===== src/inc/dtimer_pkg.sv =====
// Constants and types shared by the discard timer control block
package dtimer_pkg;

	// Register byte offsets
	localparam logic [7:0] CTRL_OFS = 8'h00;
	localparam logic [7:0] IRQ_STAT_OFS = 8'h04;
	localparam logic [7:0] IRQ_CLR_OFS = 8'h08;
	localparam logic [7:0] IRQ_EN_OFS = 8'h0C;
	localparam logic [7:0] TMR_STATE_OFS = 8'h10;

	// Control/status field positions
	localparam int PRI_SEL_BIT = 24;
	localparam int SEC_SEL_BIT = 25;
	localparam int TMO_STAT_BIT = 26;
	localparam int SERR_EN_BIT = 27;
	localparam int RSVD_LSB = 28;
	localparam int RSVD_MSB = 31;

	// Interrupt register field positions
	localparam int IRQ_PRI_BIT = 0;
	localparam int IRQ_SEC_BIT = 1;

	// Reset values
	localparam logic SEL_RST = 1'b0;
	localparam logic TMO_STAT_RST = 1'b0;
	localparam logic SERR_EN_RST = 1'b0;
	localparam logic [1:0] IRQ_RST = 2'h0;

	// Clock period, timer lengths in clock cycles and counter width
	localparam int CLK_PERIOD_NS = 50;
	localparam int DT_LONG_EXP = 15;
	localparam int DT_SHORT_EXP = 10;
	localparam int DT_LONG_CYCLES = 1 << DT_LONG_EXP;
	localparam int DT_SHORT_CYCLES = 1 << DT_SHORT_EXP;
	localparam int DT_CNT_W = 15;

	typedef enum logic [1:0] {
		DT_IDLE = 2'b00,
		DT_RUN = 2'b01
	} dt_state_t;

endpackage


===== src/inc/dtimer_if.sv =====
// Link between the control block and one discard timer
`timescale 1ns/1ps
interface dtimer_if;
	logic start;
	logic stop;
	logic sel_short;
	logic sel_lat;
	logic running;
	logic expire;

	modport ctrl (output start, output stop, output sel_short,
		input sel_lat, input running, input expire);
	modport timer (input start, input stop, input sel_short,
		output sel_lat, output running, output expire);
endinterface


===== src/verilog/discard_timer_unit.sv =====
// One delayed-transaction discard timer
`timescale 1ns/1ps
module discard_timer_unit
	import dtimer_pkg::*;
#(
	parameter int LONG_CYCLES = DT_LONG_CYCLES,
	parameter int SHORT_CYCLES = DT_SHORT_CYCLES
) (
	input wire logic i_clk,
	input wire logic i_arst_n,
	dtimer_if.timer dt
);
	localparam logic [DT_CNT_W-1:0] LONG_LAST = DT_CNT_W'(LONG_CYCLES - 1);
	localparam logic [DT_CNT_W-1:0] SHORT_LAST = DT_CNT_W'(SHORT_CYCLES - 1);

	dt_state_t state_ff, nxt_state;
	logic [DT_CNT_W-1:0] cnt_ff, nxt_cnt;
	logic sel_ff, nxt_sel;
	logic exp_ff, nxt_exp;
	logic [DT_CNT_W-1:0] last;

	// Length is latched at start so a select change never bends a running count
	always_comb begin
		nxt_state = state_ff;
		nxt_cnt = cnt_ff;
		nxt_sel = sel_ff;
		nxt_exp = 1'b0;
		last = sel_ff ? SHORT_LAST : LONG_LAST;
		case (state_ff)
			DT_IDLE: begin
				if (dt.start && !dt.stop) begin
					nxt_state = DT_RUN;
					nxt_cnt = '0;
					nxt_sel = dt.sel_short;
				end
			end
			DT_RUN: begin
				// Retry arriving on the last cycle still beats expiry
				if (dt.stop) begin
					nxt_state = DT_IDLE;
				end else if (cnt_ff == last) begin
					nxt_state = DT_IDLE;
					nxt_exp = 1'b1;
				end else begin
					nxt_cnt = cnt_ff + DT_CNT_W'(1);
				end
			end
			default: begin
				nxt_state = DT_IDLE;
			end
		endcase
	end

	always_ff @(posedge i_clk or negedge i_arst_n) begin
		if (!i_arst_n) begin
			state_ff <= DT_IDLE;
			cnt_ff <= '0;
			sel_ff <= 1'b0;
			exp_ff <= 1'b0;
		end else begin
			state_ff <= nxt_state;
			cnt_ff <= nxt_cnt;
			sel_ff <= nxt_sel;
			exp_ff <= nxt_exp;
		end
	end

	assign dt.sel_lat = sel_ff;
	assign dt.running = (state_ff == DT_RUN);
	assign dt.expire = exp_ff;
endmodule


===== src/verilog/bridge_discard_timer_ctrl.sv =====
// Discard timer control/status with Wishbone registers and error pin
`timescale 1ns/1ps
// Functional notes
// - Secondary timer: select 0 long, 1 short
// - Either timer expiry sets timeout status
// - Enabled: expiry drives primary system error
// - Disabled: expiry never drives error pin
// - Upper four bits read zero always
// - Primary timer: select 0 long, 1 short
module bridge_discard_timer_ctrl
	import dtimer_pkg::*;
#(
	parameter int LONG_CYCLES = DT_LONG_CYCLES
) (
	input wire logic I_SYS_CLK,
	input wire logic I_ARST_N,
	input wire logic I_WB_CYC,
	input wire logic I_WB_STB,
	input wire logic I_WB_WE,
	input wire logic [7:0] I_WB_ADR,
	input wire logic [3:0] I_WB_SEL,
	input wire logic [31:0] I_WB_DAT,
	output logic [31:0] O_WB_DAT,
	output logic O_WB_ACK,
	input wire logic I_PRI_REQ_QUEUED,
	input wire logic I_PRI_REQ_DONE,
	input wire logic I_SEC_REQ_QUEUED,
	input wire logic I_SEC_REQ_DONE,
	output logic O_PRI_DISCARD,
	output logic O_SEC_DISCARD,
	output logic O_PRIMARY_SYSTEM_ERROR_PIN_OUT,
	output logic O_PRIMARY_SYSTEM_ERROR_PIN_OE,
	output logic O_IRQ
);
	dtimer_if pri_dt ();
	dtimer_if sec_dt ();

	logic ack_ff, nxt_ack;
	logic [31:0] dat_ff, nxt_dat;
	logic pri_sel_ff, nxt_pri_sel;
	logic sec_sel_ff, nxt_sec_sel;
	logic tmo_ff, nxt_tmo;
	logic serr_en_ff, nxt_serr_en;
	logic serr_oe_ff, nxt_serr_oe;
	logic [1:0] irq_stat_ff, nxt_irq_stat;
	logic [1:0] irq_en_ff, nxt_irq_en;
	logic req;
	logic wr_acc;
	logic any_exp;
	logic [31:0] rd_word;

	////////////////////////////////////////////////////////////////////////////
	// Timers

	assign pri_dt.start = I_PRI_REQ_QUEUED;
	assign pri_dt.stop = I_PRI_REQ_DONE;
	assign pri_dt.sel_short = pri_sel_ff;
	assign sec_dt.start = I_SEC_REQ_QUEUED;
	assign sec_dt.stop = I_SEC_REQ_DONE;
	assign sec_dt.sel_short = sec_sel_ff;

	discard_timer_unit #(
		.LONG_CYCLES(LONG_CYCLES),
		.SHORT_CYCLES(DT_SHORT_CYCLES)
	) u_pri_timer (
		.i_clk(I_SYS_CLK),
		.i_arst_n(I_ARST_N),
		.dt(pri_dt.timer)
	);

	discard_timer_unit #(
		.LONG_CYCLES(LONG_CYCLES),
		.SHORT_CYCLES(DT_SHORT_CYCLES)
	) u_sec_timer (
		.i_clk(I_SYS_CLK),
		.i_arst_n(I_ARST_N),
		.dt(sec_dt.timer)
	);

	assign any_exp = pri_dt.expire | sec_dt.expire;

	////////////////////////////////////////////////////////////////////////////
	// Wishbone slave and registers

	assign req = I_WB_CYC & I_WB_STB;
	// Writes land on the edge where the master sees ack
	assign wr_acc = req & I_WB_WE & ack_ff;

	always_comb begin
		rd_word = 32'h0000_0000;
		case ({I_WB_ADR[7:2], 2'b00})
			CTRL_OFS: begin
				rd_word[PRI_SEL_BIT] = pri_sel_ff;
				rd_word[SEC_SEL_BIT] = sec_sel_ff;
				rd_word[TMO_STAT_BIT] = tmo_ff;
				rd_word[SERR_EN_BIT] = serr_en_ff;
				rd_word[RSVD_MSB:RSVD_LSB] = 4'h0;
			end
			IRQ_STAT_OFS: rd_word[1:0] = irq_stat_ff;
			IRQ_EN_OFS: rd_word[1:0] = irq_en_ff;
			TMR_STATE_OFS: begin
				rd_word[IRQ_PRI_BIT] = pri_dt.running;
				rd_word[IRQ_SEC_BIT] = sec_dt.running;
			end
			// Clear register and unmapped words read zero and ack normally
			default: rd_word = 32'h0000_0000;
		endcase
	end

	always_comb begin
		nxt_ack = req & ~ack_ff;
		nxt_dat = (req & ~ack_ff) ? rd_word : dat_ff;
		nxt_pri_sel = pri_sel_ff;
		nxt_sec_sel = sec_sel_ff;
		nxt_serr_en = serr_en_ff;
		nxt_tmo = tmo_ff;
		nxt_irq_en = irq_en_ff;
		nxt_irq_stat = irq_stat_ff;
		if (wr_acc && I_WB_ADR[7:2] == CTRL_OFS[7:2] && I_WB_SEL[3]) begin
			nxt_pri_sel = I_WB_DAT[PRI_SEL_BIT];
			nxt_sec_sel = I_WB_DAT[SEC_SEL_BIT];
			nxt_serr_en = I_WB_DAT[SERR_EN_BIT];
			if (I_WB_DAT[TMO_STAT_BIT]) begin
				nxt_tmo = 1'b0;
			end
		end
		if (wr_acc && I_WB_ADR[7:2] == IRQ_EN_OFS[7:2] && I_WB_SEL[0]) begin
			nxt_irq_en = I_WB_DAT[1:0];
		end
		if (wr_acc && I_WB_ADR[7:2] == IRQ_CLR_OFS[7:2] && I_WB_SEL[0]) begin
			nxt_irq_stat = irq_stat_ff & ~I_WB_DAT[1:0];
		end
		// Set placed last so a same-cycle expiry beats the clear
		if (any_exp) begin
			nxt_tmo = 1'b1;
		end
		nxt_irq_stat[IRQ_PRI_BIT] = nxt_irq_stat[IRQ_PRI_BIT] | pri_dt.expire;
		nxt_irq_stat[IRQ_SEC_BIT] = nxt_irq_stat[IRQ_SEC_BIT] | sec_dt.expire;
		// One-clock assertion per expiry, gated by the enable
		nxt_serr_oe = any_exp & serr_en_ff;
	end

	always_ff @(posedge I_SYS_CLK or negedge I_ARST_N) begin
		if (!I_ARST_N) begin
			ack_ff <= 1'b0;
			dat_ff <= 32'h0000_0000;
			pri_sel_ff <= SEL_RST;
			sec_sel_ff <= SEL_RST;
			tmo_ff <= TMO_STAT_RST;
			serr_en_ff <= SERR_EN_RST;
			serr_oe_ff <= 1'b0;
			irq_stat_ff <= IRQ_RST;
			irq_en_ff <= IRQ_RST;
		end else begin
			ack_ff <= nxt_ack;
			dat_ff <= nxt_dat;
			pri_sel_ff <= nxt_pri_sel;
			sec_sel_ff <= nxt_sec_sel;
			tmo_ff <= nxt_tmo;
			serr_en_ff <= nxt_serr_en;
			serr_oe_ff <= nxt_serr_oe;
			irq_stat_ff <= nxt_irq_stat;
			irq_en_ff <= nxt_irq_en;
		end
	end

	assign O_WB_ACK = ack_ff;
	assign O_WB_DAT = dat_ff;
	assign O_PRI_DISCARD = pri_dt.expire;
	assign O_SEC_DISCARD = sec_dt.expire;
	// Open-drain: only ever pulls low
	assign O_PRIMARY_SYSTEM_ERROR_PIN_OUT = 1'b0;
	assign O_PRIMARY_SYSTEM_ERROR_PIN_OE = serr_oe_ff;
	assign O_IRQ = |(irq_stat_ff & irq_en_ff);

	////////////////////////////////////////////////////////////////////////////
	// Checks

	// Helper counts the expiry edge too, so it ends at the full length
	localparam logic [15:0] LONG_LEN16 = 16'(LONG_CYCLES);
	localparam logic [15:0] SHORT_LEN16 = 16'(DT_SHORT_CYCLES);
	logic [15:0] pri_hcnt_ff;
	logic [15:0] sec_hcnt_ff;

	always_ff @(posedge I_SYS_CLK or negedge I_ARST_N) begin
		if (!I_ARST_N) begin
			pri_hcnt_ff <= 16'h0000;
			sec_hcnt_ff <= 16'h0000;
		end else begin
			pri_hcnt_ff <= pri_dt.running ? pri_hcnt_ff + 16'h0001 : 16'h0000;
			sec_hcnt_ff <= sec_dt.running ? sec_hcnt_ff + 16'h0001 : 16'h0000;
		end
	end
endmodule


===== config.mk =====
export PLATFORM = sky130hd
export DESIGN_NAME = bridge_discard_timer_ctrl
export DESIGN_NICKNAME = d
export VERILOG_FILES = /design/src/inc/dtimer_pkg.sv /design/src/inc/dtimer_if.sv /design/src/verilog/discard_timer_unit.sv /design/src/verilog/bridge_discard_timer_ctrl.sv
export SDC_FILE = /design/constraint.sdc
export NUM_CORES = 1
export LEC_CHECK = 0
export ABC_AREA = 0
export BUFFER_PORTS_ARGS = -buffer_cell sky130_fd_sc_hd__buf_2
export CORE_AREA = 8 8 83 85
export CTS_CLUSTER_SIZE = 16
export DETAILED_ROUTE_END_ITERATION = 16
export DIE_AREA = 0 0 91 93
export GPL_TIMING_DRIVEN = 0
export PLACE_DENSITY = 0.82
export SYNTH_ARGS = -nofsm -noshare
export SYNTH_HDL_FRONTEND = slang
export SYNTH_SLANG_ARGS = --single-unit

===== constraint.sdc =====
create_clock -name I_SYS_CLK -period 5.85 [get_ports I_SYS_CLK]
set_input_delay 0.585 -clock I_SYS_CLK [delete_from_list [all_inputs] [get_ports I_SYS_CLK]]
set_output_delay 0.585 -clock I_SYS_CLK [all_outputs]
set_load 0.02 [all_outputs]

==> qor.txt <==
worst skew pair latency: 300 ps
drt total wl: 6670 µm
Total Routing Usage GR: 0.158
worst slew pin tran: 1140 ps
Initial Util: 0.522
Area growth, synth to finish: 16.1%
Internal: 587 µW
buffers added on ports: 33
switching share of power: 0.282
largest net degree at the start of global routing: 53
grt total ovfl: 0
Post-DP Area: 3320 µm²
P per Cell Area: 237 nW/µm²
Die Footprint: 8460 µm²
RSZ-0062 raised after global routing: no
Comb power frac: 0.160
antenna-violating nets left: 0
Critical Path Source Type: flip-flop
Num CTS Buffers: 5
relative slew slack: 0.241
Sequential Power Share: 0.524
H-tree depth: 2
clock slew at reported path FFs: 100 ps
post-layout net count: 440
max-cap viol count: 0
Critical Path AT: 2270 ps
CP endpoint kind: flip-flop
post-CTS sizing: 0
cells after synthesis: 319
leakage power: 0.00172 µW
core box area: 5680 µm²
number of fill cells: 491
setup TNS: 0 ps
worst-path fanout max: 7
initial antenna violation count: 0
Post-Synthesis Cell Area: 2960 µm²
number of global-route vias before repair: 2,569
sw power: 230 µW
cts hold-fix bufs: 0
post-CTS setup buffers: 0
Via Count: 2,504
first-pass iteration count of the detailed router: 5
Seq/Total Area, Yosys: 0.439
fin crit share: 0.354
class of the worst hold path: reg2reg
CTS tree: built
clk root buf: clkbuf_8
max-slew violations: 0
vias per std cell: 5.43
clk_skew: 15.4 ps
clock power share: 0.316
drc violations: 0
Detailed Route Iter0 Violations: 172
outcome: completed
Final min period: 2070 ps
Max clock buf depth: 2
first-pass GRT wire length: 11,400 µm
wire per inst: 14.5 µm
Final Hold Viols: 0
# IOs: 91
Synth cell types: 57
CTS sink count: 52
Ys Warns: 0
Ant. Diodes: 0
Chip Width: 91 µm
Primary FF master, synth: dfrtp_1
row cnt: 28
Worst VDD drop: 0.137 mV
Syn Area/Cell: 9.29 µm²
synthesized flop and latch total: 52
setup violators final: 0
share of cells above drive strength 1: 0.233
Die Span Y: 93 µm
dpl hpwl: 4850 µm
number of flops mapped to enable cells by yosys: 0
Req. time, crit path: 6050 ps
asr flop ratio synth: 1.00
placer congestion estimate: 0.848
FMAX: 483 MHz
cell area after layout: 3440 µm²
Setup CP Type: reg2reg
[final timing paths]
| path | slack (ps) | startpoint | cells past startpoint | endpoint |
|---|---|---|---|---|
| worst max-delay path | 3780 | u_sec_timer.cnt_ff[11] | 5 | u_sec_timer.cnt_ff[10] |
| worst min-delay path | 480 | O_WB_DAT[27] | 2 | O_WB_DAT[27] |
| worst min register to register | 480 | O_WB_DAT[27] | 2 | O_WB_DAT[27] |
| min in group asynchronous | 510 | I_ARST_N | 1 | u_pri_timer.cnt_ff[8] |
| worst max register to register | 3780 | u_sec_timer.cnt_ff[11] | 5 | u_sec_timer.cnt_ff[10] |
| max in group asynchronous | 4650 | I_ARST_N | 1 | u_pri_timer.state_ff[0] |
[layer usage]
metal  part of all wire  global-route usage  routed length, µm  up-vias
met5                  0                   0                  0        -
met4             0.0055              0.0573                 37        0
met3              0.075              0.0497                501        5
met2               0.51               0.286               3380       89
met1               0.41               0.169               2750     1180
li1                   -                   -                  -     1230
[registers in the layout (all words and copies together) (netlist names), 2 cells and up]
| signal | flops |
|---|---|
| O_WB_DAT | 6 |
| irq_stat_ff | 2 |
| u_pri_timer.cnt_ff | 15 |
| u_sec_timer.cnt_ff | 15 |
| irq_en_ff | 2 |
[worst max-delay path: stages (launching register included)]
cell      delay [ps]
dfrtp_1          470
or4_4            570
o22ai_4          220
nand2b_1         200
mux2_1           330
a22o_1           170
[metrics by stage]
stage / power, µW / setup WS (ps) / util / instances / hold WS, ps
after floorplan: 522 / 3840 / - / 345 / 289
after global placement: 555 / 3630 / 0.585 / 453 / 456
after detailed placement: 562 / 3610 / 0.585 / 453 / 458
after CTS: 819 / 3790 / 0.606 / 461 / 483
after global routing: 856 / 3670 / 0.606 / 461 / 509
final: 817 / 3780 / 0.606 / 461 / 481
[area by class of cell]
class	count	area [µm²]	share of cell area
Sequential cell	52	1300	0.378
Clock inverter	2	38.8	0.0113
Clock buffer	6	82.6	0.0240
Buffer	38	254	0.0738
Tap cell	75	93.8	0.0273
Timing Repair Buffer	33	165	0.0480
Inverter	13	48.8	0.0142
Multi-Input combinational cell	242	1460	0.423
[synthesized netlist by cell type (3+ instances only)]
master | number | share of area
dfrtp_1 | 52 | 0.44
nand2_1 | 45 | 0.057
buf_4 | 29 | 0.073
nand3_1 | 19 | 0.032
nor2_1 | 16 | 0.020
inv_1 | 13 | 0.016
nor3_1 | 9 | 0.015
mux2_2 | 8 | 0.030
o21ai_0 | 8 | 0.014
a21oi_1 | 7 | 0.012
clkbuf_1 | 7 | 0.0089
nand4_1 | 7 | 0.015
a21o_1 | 6 | 0.015
nand2b_1 | 6 | 0.013
nor4_1 | 6 | 0.013
o211ai_1 | 6 | 0.015
a22o_1 | 5 | 0.015
or3_1 | 5 | 0.011
a31oi_1 | 4 | 0.0084
and3_1 | 4 | 0.0084
mux2i_1 | 4 | 0.014
a211o_1 | 3 | 0.0089
or4_1 | 3 | 0.0076
[logic make-up after synthesis]
family	Yosys count	synth area share
other cells	1	0.00127
buf+inv	51	0.102
flops	52	0.439
fa+ha+maj	2	0.00844
mux	14	0.0528
simple gates	138	0.243
compound gates	61	0.153
[power by group through the flow]
stage | clock network [µW] | logic [µW] | registers, µW
global route | 277 | 146 | 432
floorplan | 0 | 97.6 | 424
global placement | 0 | 125 | 430
finish | 258 | 131 | 428
detailed placement | 0 | 129 | 432
CTS | 263 | 130 | 426
[cells in the final DEF (no fill, tap or decap), types with 3 or more instances in the layout]
cell       n
dfrtp_1   52
nand2_1   45
buf_2     35
buf_4     29
conb_1    27
nand3_1   19
nor2_1    16
inv_1     13
nor3_1     9
o21ai_0    8
mux2_2     8
clkbuf_1   7
nand4_1    7
a21oi_1    7
nor4_1     6
a21o_1     6
nand2b_1   6
o211ai_1   6
clkbuf_8   6
a22o_1     5
or3_1      5
and3_1     4
mux2i_1    4
a31oi_1    4
or4_1      3
a211o_1    3
Note: power is estimated with default switching activity, not from simulation.
